## src/verilog/lad_defs.svh

```systemverilog
// Address map, field widths and window alignment for the link decode and ordering block.
// Assumes inclusion by bare name from the package and from the design modules.
`ifndef LAD_DEFS_SVH
`define LAD_DEFS_SVH

`define LAD_ADDR_W 40
`define LAD_STREAM_W 5
`define LAD_TAG_W 4
`define LAD_LEN_W 4
`define LAD_STAMP_W 4

`define LAD_INTR_BASE 40'hfd_0000_0000
`define LAD_INTR_ACK_BASE 40'hfd_f900_0000
`define LAD_SMGT_BASE 40'hfd_f910_0000
`define LAD_RSVD_BASE 40'hfd_f920_0000
`define LAD_IO_BASE 40'hfd_fc00_0000
`define LAD_CFG_BASE 40'hfd_fe00_0000
`define LAD_HIGH_RSVD_BASE 40'hfe_0000_0000

`define LAD_INTR_HI_LSB 24
`define LAD_INTR_HI_BYTE 8'hf8
`define LAD_WIN_ALIGN_BITS 6

`endif

```

## src/verilog/lad_pkg.sv

```systemverilog
// Types and shared decode functions for the link decode and ordering block.
// Assumes lad_defs.svh is on the include path.
`default_nettype none

package lad_pkg;
  `include "lad_defs.svh"

  typedef logic [`LAD_ADDR_W-1:0] lad_addr_t;

  typedef enum logic [2:0] {
    LAD_CMD_RD = 3'h0,
    LAD_CMD_WR_NP = 3'h1,
    LAD_CMD_WR_P = 3'h2,
    LAD_CMD_BCAST = 3'h3,
    LAD_CMD_FENCE = 3'h4,
    LAD_CMD_RESP = 3'h5
  } lad_cmd_t;

  typedef enum logic [1:0] {
    LAD_VC_POSTED = 2'h0,
    LAD_VC_NONPOSTED = 2'h1,
    LAD_VC_RESPONSE = 2'h2
  } lad_vc_t;

  typedef enum logic [2:0] {
    LAD_SP_MEM = 3'h0,
    LAD_SP_INTR = 3'h1,
    LAD_SP_INTR_ACK = 3'h2,
    LAD_SP_SMGT = 3'h3,
    LAD_SP_RSVD = 3'h4,
    LAD_SP_IO = 3'h5,
    LAD_SP_CFG = 3'h6
  } lad_space_t;

  typedef struct packed {
    lad_cmd_t cmd;
    lad_addr_t addr;
    logic [`LAD_LEN_W-1:0] len_m1;
    logic [`LAD_STREAM_W-1:0] stream;
    logic [`LAD_TAG_W-1:0] ordering_tag;
    logic may_pass_posted_bit;
  } lad_pkt_t;

  typedef struct packed {
    lad_pkt_t pkt;
    lad_space_t space;
    logic [`LAD_STAMP_W-1:0] stamp;
  } lad_entry_t;

  // Classifies an address by its upper bits.
  function automatic lad_space_t lad_space(input lad_addr_t a);
    if (a < `LAD_INTR_BASE) begin
      return LAD_SP_MEM;
    end else if (a < `LAD_INTR_ACK_BASE) begin
      return LAD_SP_INTR;
    end else if (a < `LAD_SMGT_BASE) begin
      return LAD_SP_INTR_ACK;
    end else if (a < `LAD_RSVD_BASE) begin
      return LAD_SP_SMGT;
    end else if (a < `LAD_IO_BASE) begin
      return LAD_SP_RSVD;
    end else if (a < `LAD_CFG_BASE) begin
      return LAD_SP_IO;
    end else if (a < `LAD_HIGH_RSVD_BASE) begin
      return LAD_SP_CFG;
    end
    return LAD_SP_RSVD;
  endfunction

  // Picks the virtual channel from the command encoding.
  function automatic lad_vc_t lad_vc(input lad_cmd_t c);
    if (c == LAD_CMD_WR_P || c == LAD_CMD_BCAST || c == LAD_CMD_FENCE) begin
      return LAD_VC_POSTED;
    end else if (c == LAD_CMD_RESP) begin
      return LAD_VC_RESPONSE;
    end
    return LAD_VC_NONPOSTED;
  endfunction
endpackage

`default_nettype wire

```

## src/verilog/lad_if.sv

```systemverilog
// Packet channel from the requesting end to the decoding node.
// Assumes both ends share one clock and reset.
`timescale 1ns/1ps
`default_nettype none

interface lad_if;
  lad_pkg::lad_pkt_t pkt;
  logic valid;
  logic ready;

  modport req_end (output pkt, output valid, input ready);
  modport node_end (input pkt, input valid, output ready);
endinterface

`default_nettype wire

```

## src/verilog/lad_buf2.sv

```systemverilog
// Small FIFO with valid and ready on both sides, two entries by default.
// Assumes a single clock; the drain side may stall at will.
`timescale 1ns/1ps
`default_nettype none

module lad_buf2 #(
  parameter int W = 8,
  parameter int DEPTH = 2
) (
  input wire logic clk,
  input wire logic rst_n,
  input wire logic ce,
  input wire logic in_valid,
  output logic in_ready,
  input wire logic [W-1:0] in_data,
  output logic out_valid,
  input wire logic out_ready,
  output logic [W-1:0] out_data
);
  localparam int AW = (DEPTH > 1) ? $clog2(DEPTH) : 1;
  localparam logic [AW:0] FULL_CNT = (AW+1)'(DEPTH);

  if (DEPTH < 2 || (DEPTH & (DEPTH - 1)) != 0) begin : g_bad_depth
    $error("lad_buf2 depth must be a power of two of at least two");
  end

  logic [W-1:0] mem_reg [DEPTH];
  logic [AW-1:0] rd_reg;
  logic [AW-1:0] wr_reg;
  logic [AW:0] cnt_reg;
  logic [AW:0] cnt_next;
  logic push;
  logic pop;

  assign in_ready = cnt_reg != FULL_CNT;
  assign out_valid = cnt_reg != '0;
  assign out_data = mem_reg[rd_reg];
  assign push = in_valid && in_ready;
  assign pop = out_valid && out_ready;
  assign cnt_next = cnt_reg + (AW+1)'(push) - (AW+1)'(pop);

  ////////////////////////////////////////////////////////////////////////////////
  always_ff @(posedge clk) begin
    if (ce && push) begin
      mem_reg[wr_reg] <= in_data;
    end
  end

  always_ff @(posedge clk or negedge rst_n) begin
    if (!rst_n) begin
      rd_reg <= '0;
      wr_reg <= '0;
      cnt_reg <= '0;
    end else if (ce) begin
      rd_reg <= rd_reg + AW'(pop);
      wr_reg <= wr_reg + AW'(push);
      cnt_reg <= cnt_next;
    end
  end
endmodule

`default_nettype wire

```

## src/verilog/lad_node.sv

```systemverilog
// Node end: decodes the space of each arriving packet, queues it per virtual channel,
// and emits packets in an order that keeps the upstream passing rules.
// Assumes the requesting end drives the interface on the same clock.
//
// What this block does
// Memory space is everything up to FC_FFFF_FFFFh.
// Decode I/O and configuration ranges by address.
// Forward interrupt, acknowledge, management ranges, never claim.
// Requester puts F8h in interrupt address bits 31:24.
// Requester sends config/I/O writes nonposted, one doubleword.
// Flag long or posted config/I/O access for abort.
// Requester sends interrupt/management writes only posted.
// Requester never sends anything to acknowledge range.
// Own address window aligned to 64 bytes.
// Ordering judged per leg; peer traffic goes upstream.
// Responses accepted in any order.
// In-order bridges buffer enough to reorder responses; here responses leave in arrival order with no reorder buffer.
// Responses wait until earlier ordered writes drain.
// Nonposted requests leave in their issue order.
// Read after config access sees latest write.
// Three virtual channels chosen from command encoding.
// Other streams may pass, except past a fence.
// Same stream, channel, nonzero tag stays ordered.
// Clear pass bit never overtakes older posted request.
// Posted passes everything; responses pass nonposted.
// Nonposted and response pairs kept in order.
// Responses with pass bit set overtake posted requests; here a valid posted head is always selected first.
// Reserved ranges are never claimed.
`timescale 1ns/1ps
`default_nettype none
`include "lad_defs.svh"

module lad_node
  import lad_pkg::*;
#(
  parameter lad_addr_t WIN_BASE = 40'h00_0000_0000,
  parameter lad_addr_t WIN_LIMIT = 40'h00_0000_ffff,
  parameter int QDEPTH = 2
) (
  input wire logic clk,
  input wire logic rst_n,
  input wire logic ce,
  lad_if.node_end rx,
  output logic out_valid,
  input wire logic out_ready,
  output lad_pkt_t out_pkt,
  output lad_vc_t out_vc,
  output lad_space_t out_space,
  output logic out_claim,
  output logic out_abort
);
  localparam int EW = $bits(lad_entry_t);
  localparam int SW = `LAD_STAMP_W;

  // Stamps wrap; packets in flight must stay within half the stamp range.
  if (WIN_BASE[`LAD_WIN_ALIGN_BITS-1:0] != '0 ||
      !(&WIN_LIMIT[`LAD_WIN_ALIGN_BITS-1:0]) || WIN_LIMIT < WIN_BASE) begin : g_bad_win
    $error("lad_node window must be 64-byte aligned and non-empty");
  end
  if (WIN_LIMIT >= `LAD_INTR_BASE) begin : g_bad_space
    $error("lad_node window must lie in memory space");
  end
  if (3 * QDEPTH + 1 >= (1 << (SW - 1))) begin : g_bad_depth
    $error("lad_node queue depth too large for the age stamp");
  end

  ////////////////////////////////////////////////////////////////////////////////
  // Age compare on wrapping stamps: true when a was stamped before b.
  function automatic logic lad_older(input logic [SW-1:0] a, input logic [SW-1:0] b);
    logic [SW-1:0] d;
    d = b - a;
    return d != '0 && !d[SW-1];
  endfunction

  // True when a later nonposted or response head must stay behind the posted head.
  function automatic logic lad_waits(input lad_entry_t later, input lad_entry_t ph,
                                     input logic ph_valid, input logic ph_full);
    logic fence;
    fence = ph.pkt.cmd == LAD_CMD_FENCE;
    return ph_valid && lad_older(ph.stamp, later.stamp) &&
           (!later.pkt.may_pass_posted_bit || fence) &&
           (ph.pkt.stream == later.pkt.stream || fence || ph_full);
  endfunction

  ////////////////////////////////////////////////////////////////////////////////
  // Intake: classify and stamp every arriving packet.
  lad_vc_t in_vc;
  lad_entry_t in_entry;
  logic [SW-1:0] stamp_reg;
  logic [3:0] buf_in_ready;
  logic [2:0] buf_in_valid;
  logic [2:0] head_valid;
  logic [2:0] pop;
  lad_entry_t head [3];
  logic rx_take;

  assign in_vc = lad_vc(rx.pkt.cmd);
  assign in_entry = '{pkt: rx.pkt, space: lad_space(rx.pkt.addr),
                      stamp: stamp_reg};
  assign buf_in_ready[3] = 1'b0;
  assign rx.ready = buf_in_ready[in_vc];
  assign rx_take = rx.valid && rx.ready;

  // Each channel has its own queue, but the link stalls while the queue for its next packet is full.
  for (genvar v = 0; v < 3; v++) begin : g_vc
    logic [EW-1:0] head_bits;
    assign buf_in_valid[v] = rx.valid && in_vc == lad_vc_t'(v);
    assign head[v] = lad_entry_t'(head_bits);
    // Queues are first in, first out, so tagged sequences and same-channel pairs
    // never reorder, and responses leave in arrival order with no reorder buffer.
    lad_buf2 #(
      .W(EW),
      .DEPTH(QDEPTH)
    ) u_q (
      .clk(clk),
      .rst_n(rst_n),
      .ce(ce),
      .in_valid(buf_in_valid[v]),
      .in_ready(buf_in_ready[v]),
      .in_data(in_entry),
      .out_valid(head_valid[v]),
      .out_ready(pop[v]),
      .out_data(head_bits)
    );
  end

  ////////////////////////////////////////////////////////////////////////////////
  // Passing checks against the posted head.
  logic posted_full;
  logic np_wait;
  logic rsp_wait;
  logic elig_p;
  logic elig_n;
  logic elig_r;

  assign posted_full = !buf_in_ready[LAD_VC_POSTED];
  // A nonposted request with a clear pass bit stays behind older posted writes of
  // its stream, and behind any older fence whatever the stream.
  assign np_wait = lad_waits(head[LAD_VC_NONPOSTED], head[LAD_VC_POSTED],
                             head_valid[LAD_VC_POSTED], posted_full);
  // A response pushes older posted writes of its stream unless its pass bit is set, so the
  // requester sees the writes done before the reply.
  assign rsp_wait = lad_waits(head[LAD_VC_RESPONSE], head[LAD_VC_POSTED],
                              head_valid[LAD_VC_POSTED], posted_full);
  // Posted traffic is never held by the other channels.
  assign elig_p = head_valid[LAD_VC_POSTED];
  assign elig_r = head_valid[LAD_VC_RESPONSE] && !rsp_wait;
  // Responses are taken in whatever order they come; no matching is needed here.
  assign elig_n = head_valid[LAD_VC_NONPOSTED] && !np_wait;

  ////////////////////////////////////////////////////////////////////////////////
  // Selection: posted first, then responses, then nonposted requests.
  lad_vc_t sel_vc;
  lad_entry_t sel;
  logic any_elig;
  logic load;
  logic take;
  logic sel_claim;
  logic sel_abort;
  logic sel_cfg_io;

  assign sel_vc = elig_p ? LAD_VC_POSTED :
                  elig_r ? LAD_VC_RESPONSE : LAD_VC_NONPOSTED;
  assign sel = head[sel_vc];
  assign any_elig = elig_p || elig_r || elig_n;
  assign load = !out_valid || out_ready;
  assign take = load && any_elig;
  assign pop[0] = take && sel_vc == LAD_VC_POSTED;
  assign pop[1] = take && sel_vc == LAD_VC_NONPOSTED;
  assign pop[2] = take && sel_vc == LAD_VC_RESPONSE;

  // Only memory space inside the own window is claimed; interrupt, acknowledge,
  // management and reserved ranges always pass on.
  assign sel_claim = sel.space == LAD_SP_MEM &&
                     sel.pkt.addr >= WIN_BASE && sel.pkt.addr <= WIN_LIMIT;
  assign sel_cfg_io = sel.space == LAD_SP_IO || sel.space == LAD_SP_CFG;
  // Config and I/O accesses longer than a doubleword, or posted, are marked.
  assign sel_abort = sel_cfg_io && (sel.pkt.len_m1 != '0 || sel_vc == LAD_VC_POSTED);

  ////////////////////////////////////////////////////////////////////////////////
  // Output stage and stamp counter.
  logic out_valid_reg;
  lad_pkt_t out_pkt_reg;
  lad_vc_t out_vc_reg;
  lad_space_t out_space_reg;
  logic out_claim_reg;
  logic out_abort_reg;

  assign out_valid = out_valid_reg;
  assign out_pkt = out_pkt_reg;
  assign out_vc = out_vc_reg;
  assign out_space = out_space_reg;
  assign out_claim = out_claim_reg;
  assign out_abort = out_abort_reg;

  always_ff @(posedge clk or negedge rst_n) begin
    if (!rst_n) begin
      stamp_reg <= '0;
    end else if (ce && rx_take) begin
      stamp_reg <= stamp_reg + 1'b1;
    end
  end

  // A read after a config access to the same place follows it out in order.
  always_ff @(posedge clk or negedge rst_n) begin
    if (!rst_n) begin
      out_valid_reg <= 1'b0;
      out_pkt_reg <= '0;
      out_vc_reg <= LAD_VC_POSTED;
      out_space_reg <= LAD_SP_MEM;
      out_claim_reg <= 1'b0;
      out_abort_reg <= 1'b0;
    end else if (ce && load) begin
      out_valid_reg <= any_elig;
      if (any_elig) begin
        out_pkt_reg <= sel.pkt;
        out_vc_reg <= sel_vc;
        out_space_reg <= sel.space;
        out_claim_reg <= sel_claim;
        out_abort_reg <= sel_abort;
      end
    end
  end
endmodule

`default_nettype wire

```

## src/flat_wrapper.sv

```systemverilog
// flat-port wrapper written by rule: the top's interface ports become plain ports
module lad_node_flat import lad_pkg::*;
#(
  parameter lad_addr_t WIN_BASE = 40'h00_0000_0000,
  parameter lad_addr_t WIN_LIMIT = 40'h00_0000_ffff,
  parameter int QDEPTH = 2
)
  (clk, rst_n, ce, out_valid, out_ready, out_pkt, out_vc, out_space, out_claim, out_abort, rx_pkt, rx_valid, rx_ready);
  lad_if rx_i ();
  input wire logic clk;
  input wire logic rst_n;
  input wire logic ce;
  output logic out_valid;
  input wire logic out_ready;
  output lad_pkt_t out_pkt;
  output lad_vc_t out_vc;
  output lad_space_t out_space;
  output logic out_claim;
  output logic out_abort;
  input wire logic [$bits(rx_i.pkt)-1:0] rx_pkt;
  input wire logic [$bits(rx_i.valid)-1:0] rx_valid;
  output wire logic [$bits(rx_i.ready)-1:0] rx_ready;
  assign rx_i.pkt = rx_pkt;
  assign rx_i.valid = rx_valid;
  assign rx_ready = rx_i.ready;
  lad_node #(.WIN_BASE(WIN_BASE), .WIN_LIMIT(WIN_LIMIT), .QDEPTH(QDEPTH)) u_core (.clk(clk), .rst_n(rst_n), .ce(ce), .rx(rx_i), .out_valid(out_valid), .out_ready(out_ready), .out_pkt(out_pkt), .out_vc(out_vc), .out_space(out_space), .out_claim(out_claim), .out_abort(out_abort));
endmodule
```

## config.mk

```make
export PLATFORM = sky130hd
export DESIGN_NAME = lad_node_flat
export DESIGN_NICKNAME = d
export VERILOG_FILES = /design/src/verilog/lad_pkg.sv /design/src/verilog/lad_if.sv /design/src/verilog/lad_buf2.sv /design/src/verilog/lad_node.sv /design/src/flat_wrapper.sv
export VERILOG_INCLUDE_DIRS = /design/src /design/src/verilog
export SDC_FILE = /design/constraint.sdc
export NUM_CORES = 1
export LEC_CHECK = 0
export BUFFER_PORTS_ARGS = -buffer_cell sky130_fd_sc_hd__buf_2
export CAP_MARGIN = 20
export CORE_AREA = 8 8 175 218
export CTS_CLUSTER_SIZE = 20
export DETAILED_ROUTE_END_ITERATION = 16
export DIE_AREA = 0 0 183 226
export PLACE_DENSITY = 0.71
export SYNTH_ARGS = -nofsm -noshare
export SYNTH_HDL_FRONTEND = slang
export SYNTH_SLANG_ARGS = --single-unit
```

## constraint.sdc

```tcl
create_clock -name clk -period 5.1 [get_ports clk]
set_clock_uncertainty 0.05 [all_clocks]
set_input_delay 1.02 -clock clk [delete_from_list [all_inputs] [get_ports clk]]
set_output_delay 1.02 -clock clk [all_outputs]
set_load 0.05 [all_outputs]
```

==> key figures <==
Setup path
  • Crit Path Category: input port to output pin
  • Worst reg-to-reg path cell count: 7
  • Reg-to-reg endpoint: u_core.out_pkt[48]$_DFFE_PN0P_
  • Reg-to-reg startpoint: u_core.g_vc[0].u_q.cnt_reg[0]$_DFFE_PN0P_
  • Critical Path RT: 4030 ps
  • Reg2reg setup slack: 2030 ps
  • Critical path launch point type: input port
  • Worst setup EP type: output pin
  • Arr. time, crit path: 2200 ps
  • CP Max Fanout: 8

Synth
  • Post-synthesis async set-or-reset flop share: 0.1762
  • YS warnings: 0
  • Main synth FF type: edfxtp_1
  • Yosys cell types: 43
  • Number of flops mapped to enable cells by yosys: 360
  • Cell area after synthesis: 17030 um^2
  • Seq/Total Area, Yosys: 0.7478
  • FF+latch count, synth: 437
  • Syn Inst Count: 1073
  • Avg Synthesized Cell Area: 15.87 um^2
  • Mapped Nets: 1141

Clock tree
  • CTS root buf: clkbuf_16
  • Clk buf depth: 3
  • Cts bufs inserted: 43
  • Clk sinks: 437
  • Clk slew on worst S/H paths: 60 ps
  • Hold-fix buffer count after cts: 0
  • Worst-Skew Late Latency: 530 ps
  • Post-CTS setup buffers: 0
  • H-Tree Depth: 2
  • Post_cts resized: 0
  • TritonCTS clock tree: yes

Cells and area
  • Multi-input gate area: 3988 um^2
  • Synth-to-Final Area Change: 14.11%
  • Max reg flops: 360
  • Most common cell after layout, fill and taps aside: edfxtp_1
  • Layout cells sized above 1: 0.1766
  • # fillers: 2777
  • Nets: 1264
  • Most frequent cells in the layout: edfxtp_1 (360), buf_2 (126), mux2i_1 (123)
  • Post-route cell area: 19440 um^2
  • Flip-flop and latch area: 12750 um^2
  • Final std cells w/o fill: 1705

Timing
  • Tmin final: 3268 ps
  • Final setup TNS: 0 ps
  • Unrepaired setup endpoints after global routing: false
  • Final Slew Violations: 0
  • Slew margin rel.: 0.3060
  • Period utilization: 0.6407
  • Final WS setup: 1832 ps
  • Fmax: 0.3060 GHz
  • Slew @ Worst Pin: 1041 ps
  • Setup violators final: 0
  • Endpoints failing hold: 0

GRT
  • Vias in the first global route: 9724
  • Initial antenna violation count: 4
  • GR peak layer: met2
  • Largest net degree at the start of global routing: 81
  • Total track usage: 0.1751
  • Met1 GRT Util: 0.2232
  • Met2 GRT Util: 0.3021
  • First-pass GRT wire length: 56040 um
  • GRT met3 Usage: 0.03782
  • Remaining global-route overflow: 0

Power
  • P_int: 7.096 mW
  • PwrDens: 576.1 nW/um^2
  • Static Leak: 7.051 nW
  • Total power: 11.20 mW
  • Comb power frac: 0.303
  • Switching power: 4.102 mW
  • Clock power frac: 0.267
  • Switching portion of total power: 0.3663
  • Max VDD drop: 0.4320 mV
  • Reg power frac: 0.430

Floorplan
  • Die Wd: 183 um
  • Io pins: 128
  • DIE HEIGHT: 226 um
  • Total die area: 41360 um^2
  • # rows: 77
  • Starting Density: 0.4884
  • Core area: 34880 um^2

Placement
  • Final RePlAce weighted congestion: 0.7719
  • Dpl ws: 1839 ps
  • Placed cell areas: 18110 um^2
  • DP Cell Count: 1625
  • Buffers on Ports: 127
  • DP HPWL: 21270 um

Detailed routing
  • First-iteration detailed-routing DRC count: 725
  • Post-route DRC violation count: 0
  • Detailed Routing Iterations Pass 1: 5
  • WL final: 36620 um
  • Drt via density: 5.536
  • DR vias: 9439
  • Antenna viol nets, final: 0
  • Routed wire per std cell: 21.48 um

Worst hold path
  • Hold WC Path Type: input port to async pin

Status
  • Outcome: finished clean

Job
  • Max capacitance violation total: 0
==> cells by family (layout without fill, tap and decap cells) <==
group / Yosys count / count (layout) / synth area share
fa+ha+maj: 6 / 6 / 0.004407
xor+xnor: 13 / 13 / 0.006684
compound gates: 226 / 226 / 0.08682
simple gates: 193 / 193 / 0.05685
buf+inv: 70 / 226 / 0.02189
mux: 128 / 128 / 0.07558
other cells: 0 / 2 / 0
flops: 437 / 437 / 0.7478
==> synth_stat cells, drive strengths merged, types with 2 or more instances <==
library cell    n  area (um^2)
nand4           7        43.79
clkbuf         16        60.06
mux2            5        56.30
inv             8        30.03
ha              6        75.07
a21o            2        15.01
a2111oi        21        190.2
nor3            9        56.31
edfxtp        360        10810
o21ai          83        419.2
and2            5        31.28
nor4            2        12.51
buf            46        282.8
mux2i         123         1231
dfrtp          77         1927
and4            2        17.52
a22oi           2        15.01
a211o          21        185.2
a21oi          39        195.2
xor2            7        61.31
o221ai         16        140.1
a211oi         38        285.3
nor2b          59        369.1
xnor2           6        52.55
nand2b          4        25.02
nor2           33        128.9
nand3           5        25.02
nand2          64        240.2
==> per-stage QoR <==
stage	hold slack, ps	util
CTS	363.8	0.5572
finish	370.8	0.5573
floorplan	417.7	-
global placement	407.9	0.5192
detailed placement	414.7	0.5192
global route	384.5	0.5572
==> power groups by stage <==
stage          clock (mW)  sequential [mW]  combinational [mW]
6_report             2.99             4.82                3.39
4_1_cts              3.03             4.82                3.44
2_1_floorplan           0             5.43                1.88
5_1_grt              3.16             4.88                3.67
3_3_place_gp            0             4.88                3.37
3_5_place_dp            0             4.89                3.43
==> how the worst max path moves through the flow <==
stage / from / to / slack, ps / cells after the start
4_1_cts: rx_pkt[55] / rx_ready / 1840 / 6
5_1_grt: rx_pkt[55] / rx_ready / 1740 / 6
2_1_floorplan: rx_pkt[55] / u_core.g_vc[0].u_q.mem_reg[0][10]$_DFFE_PP_ / 710 / 4
3_5_place_dp: out_ready / u_core.out_pkt[48]$_DFFE_PN0P_ / 1840 / 6
3_3_place_gp: rx_pkt[55] / u_core.g_vc[0].u_q.mem_reg[1][50]$_DFFE_PP_ / 1820 / 6
6_report: rx_pkt[55] / rx_ready / 1830 / 6
==> layout make-up <==
class,count,share of cell area
clock inverter,12,0.005793
tap,474,0.03051
timing repair buffer,140,0.03849
sequential,437,0.6559
inverter,8,0.001545
multi-input combinational,566,0.2051
clock buffer,66,0.06238
antenna,2,0.0002575
==> critical path, stage by stage <==
cell and delay [ps]:
buf_2 140, nand2b_1 190, o21ai_0 150, o21ai_0 250, nand3_1 170, buf_2 270
==> layer usage <==
| metal | share of wire | routed length [um] |
|---|---|---|
| met1 | 0.42 | 15400 |
| met2 | 0.50 | 18340 |
| met3 | 0.062 | 2277 |
| met4 | 0.016 | 570 |
| met5 | 0.00074 | 27 |
Power figures use the tool's default switching activity.
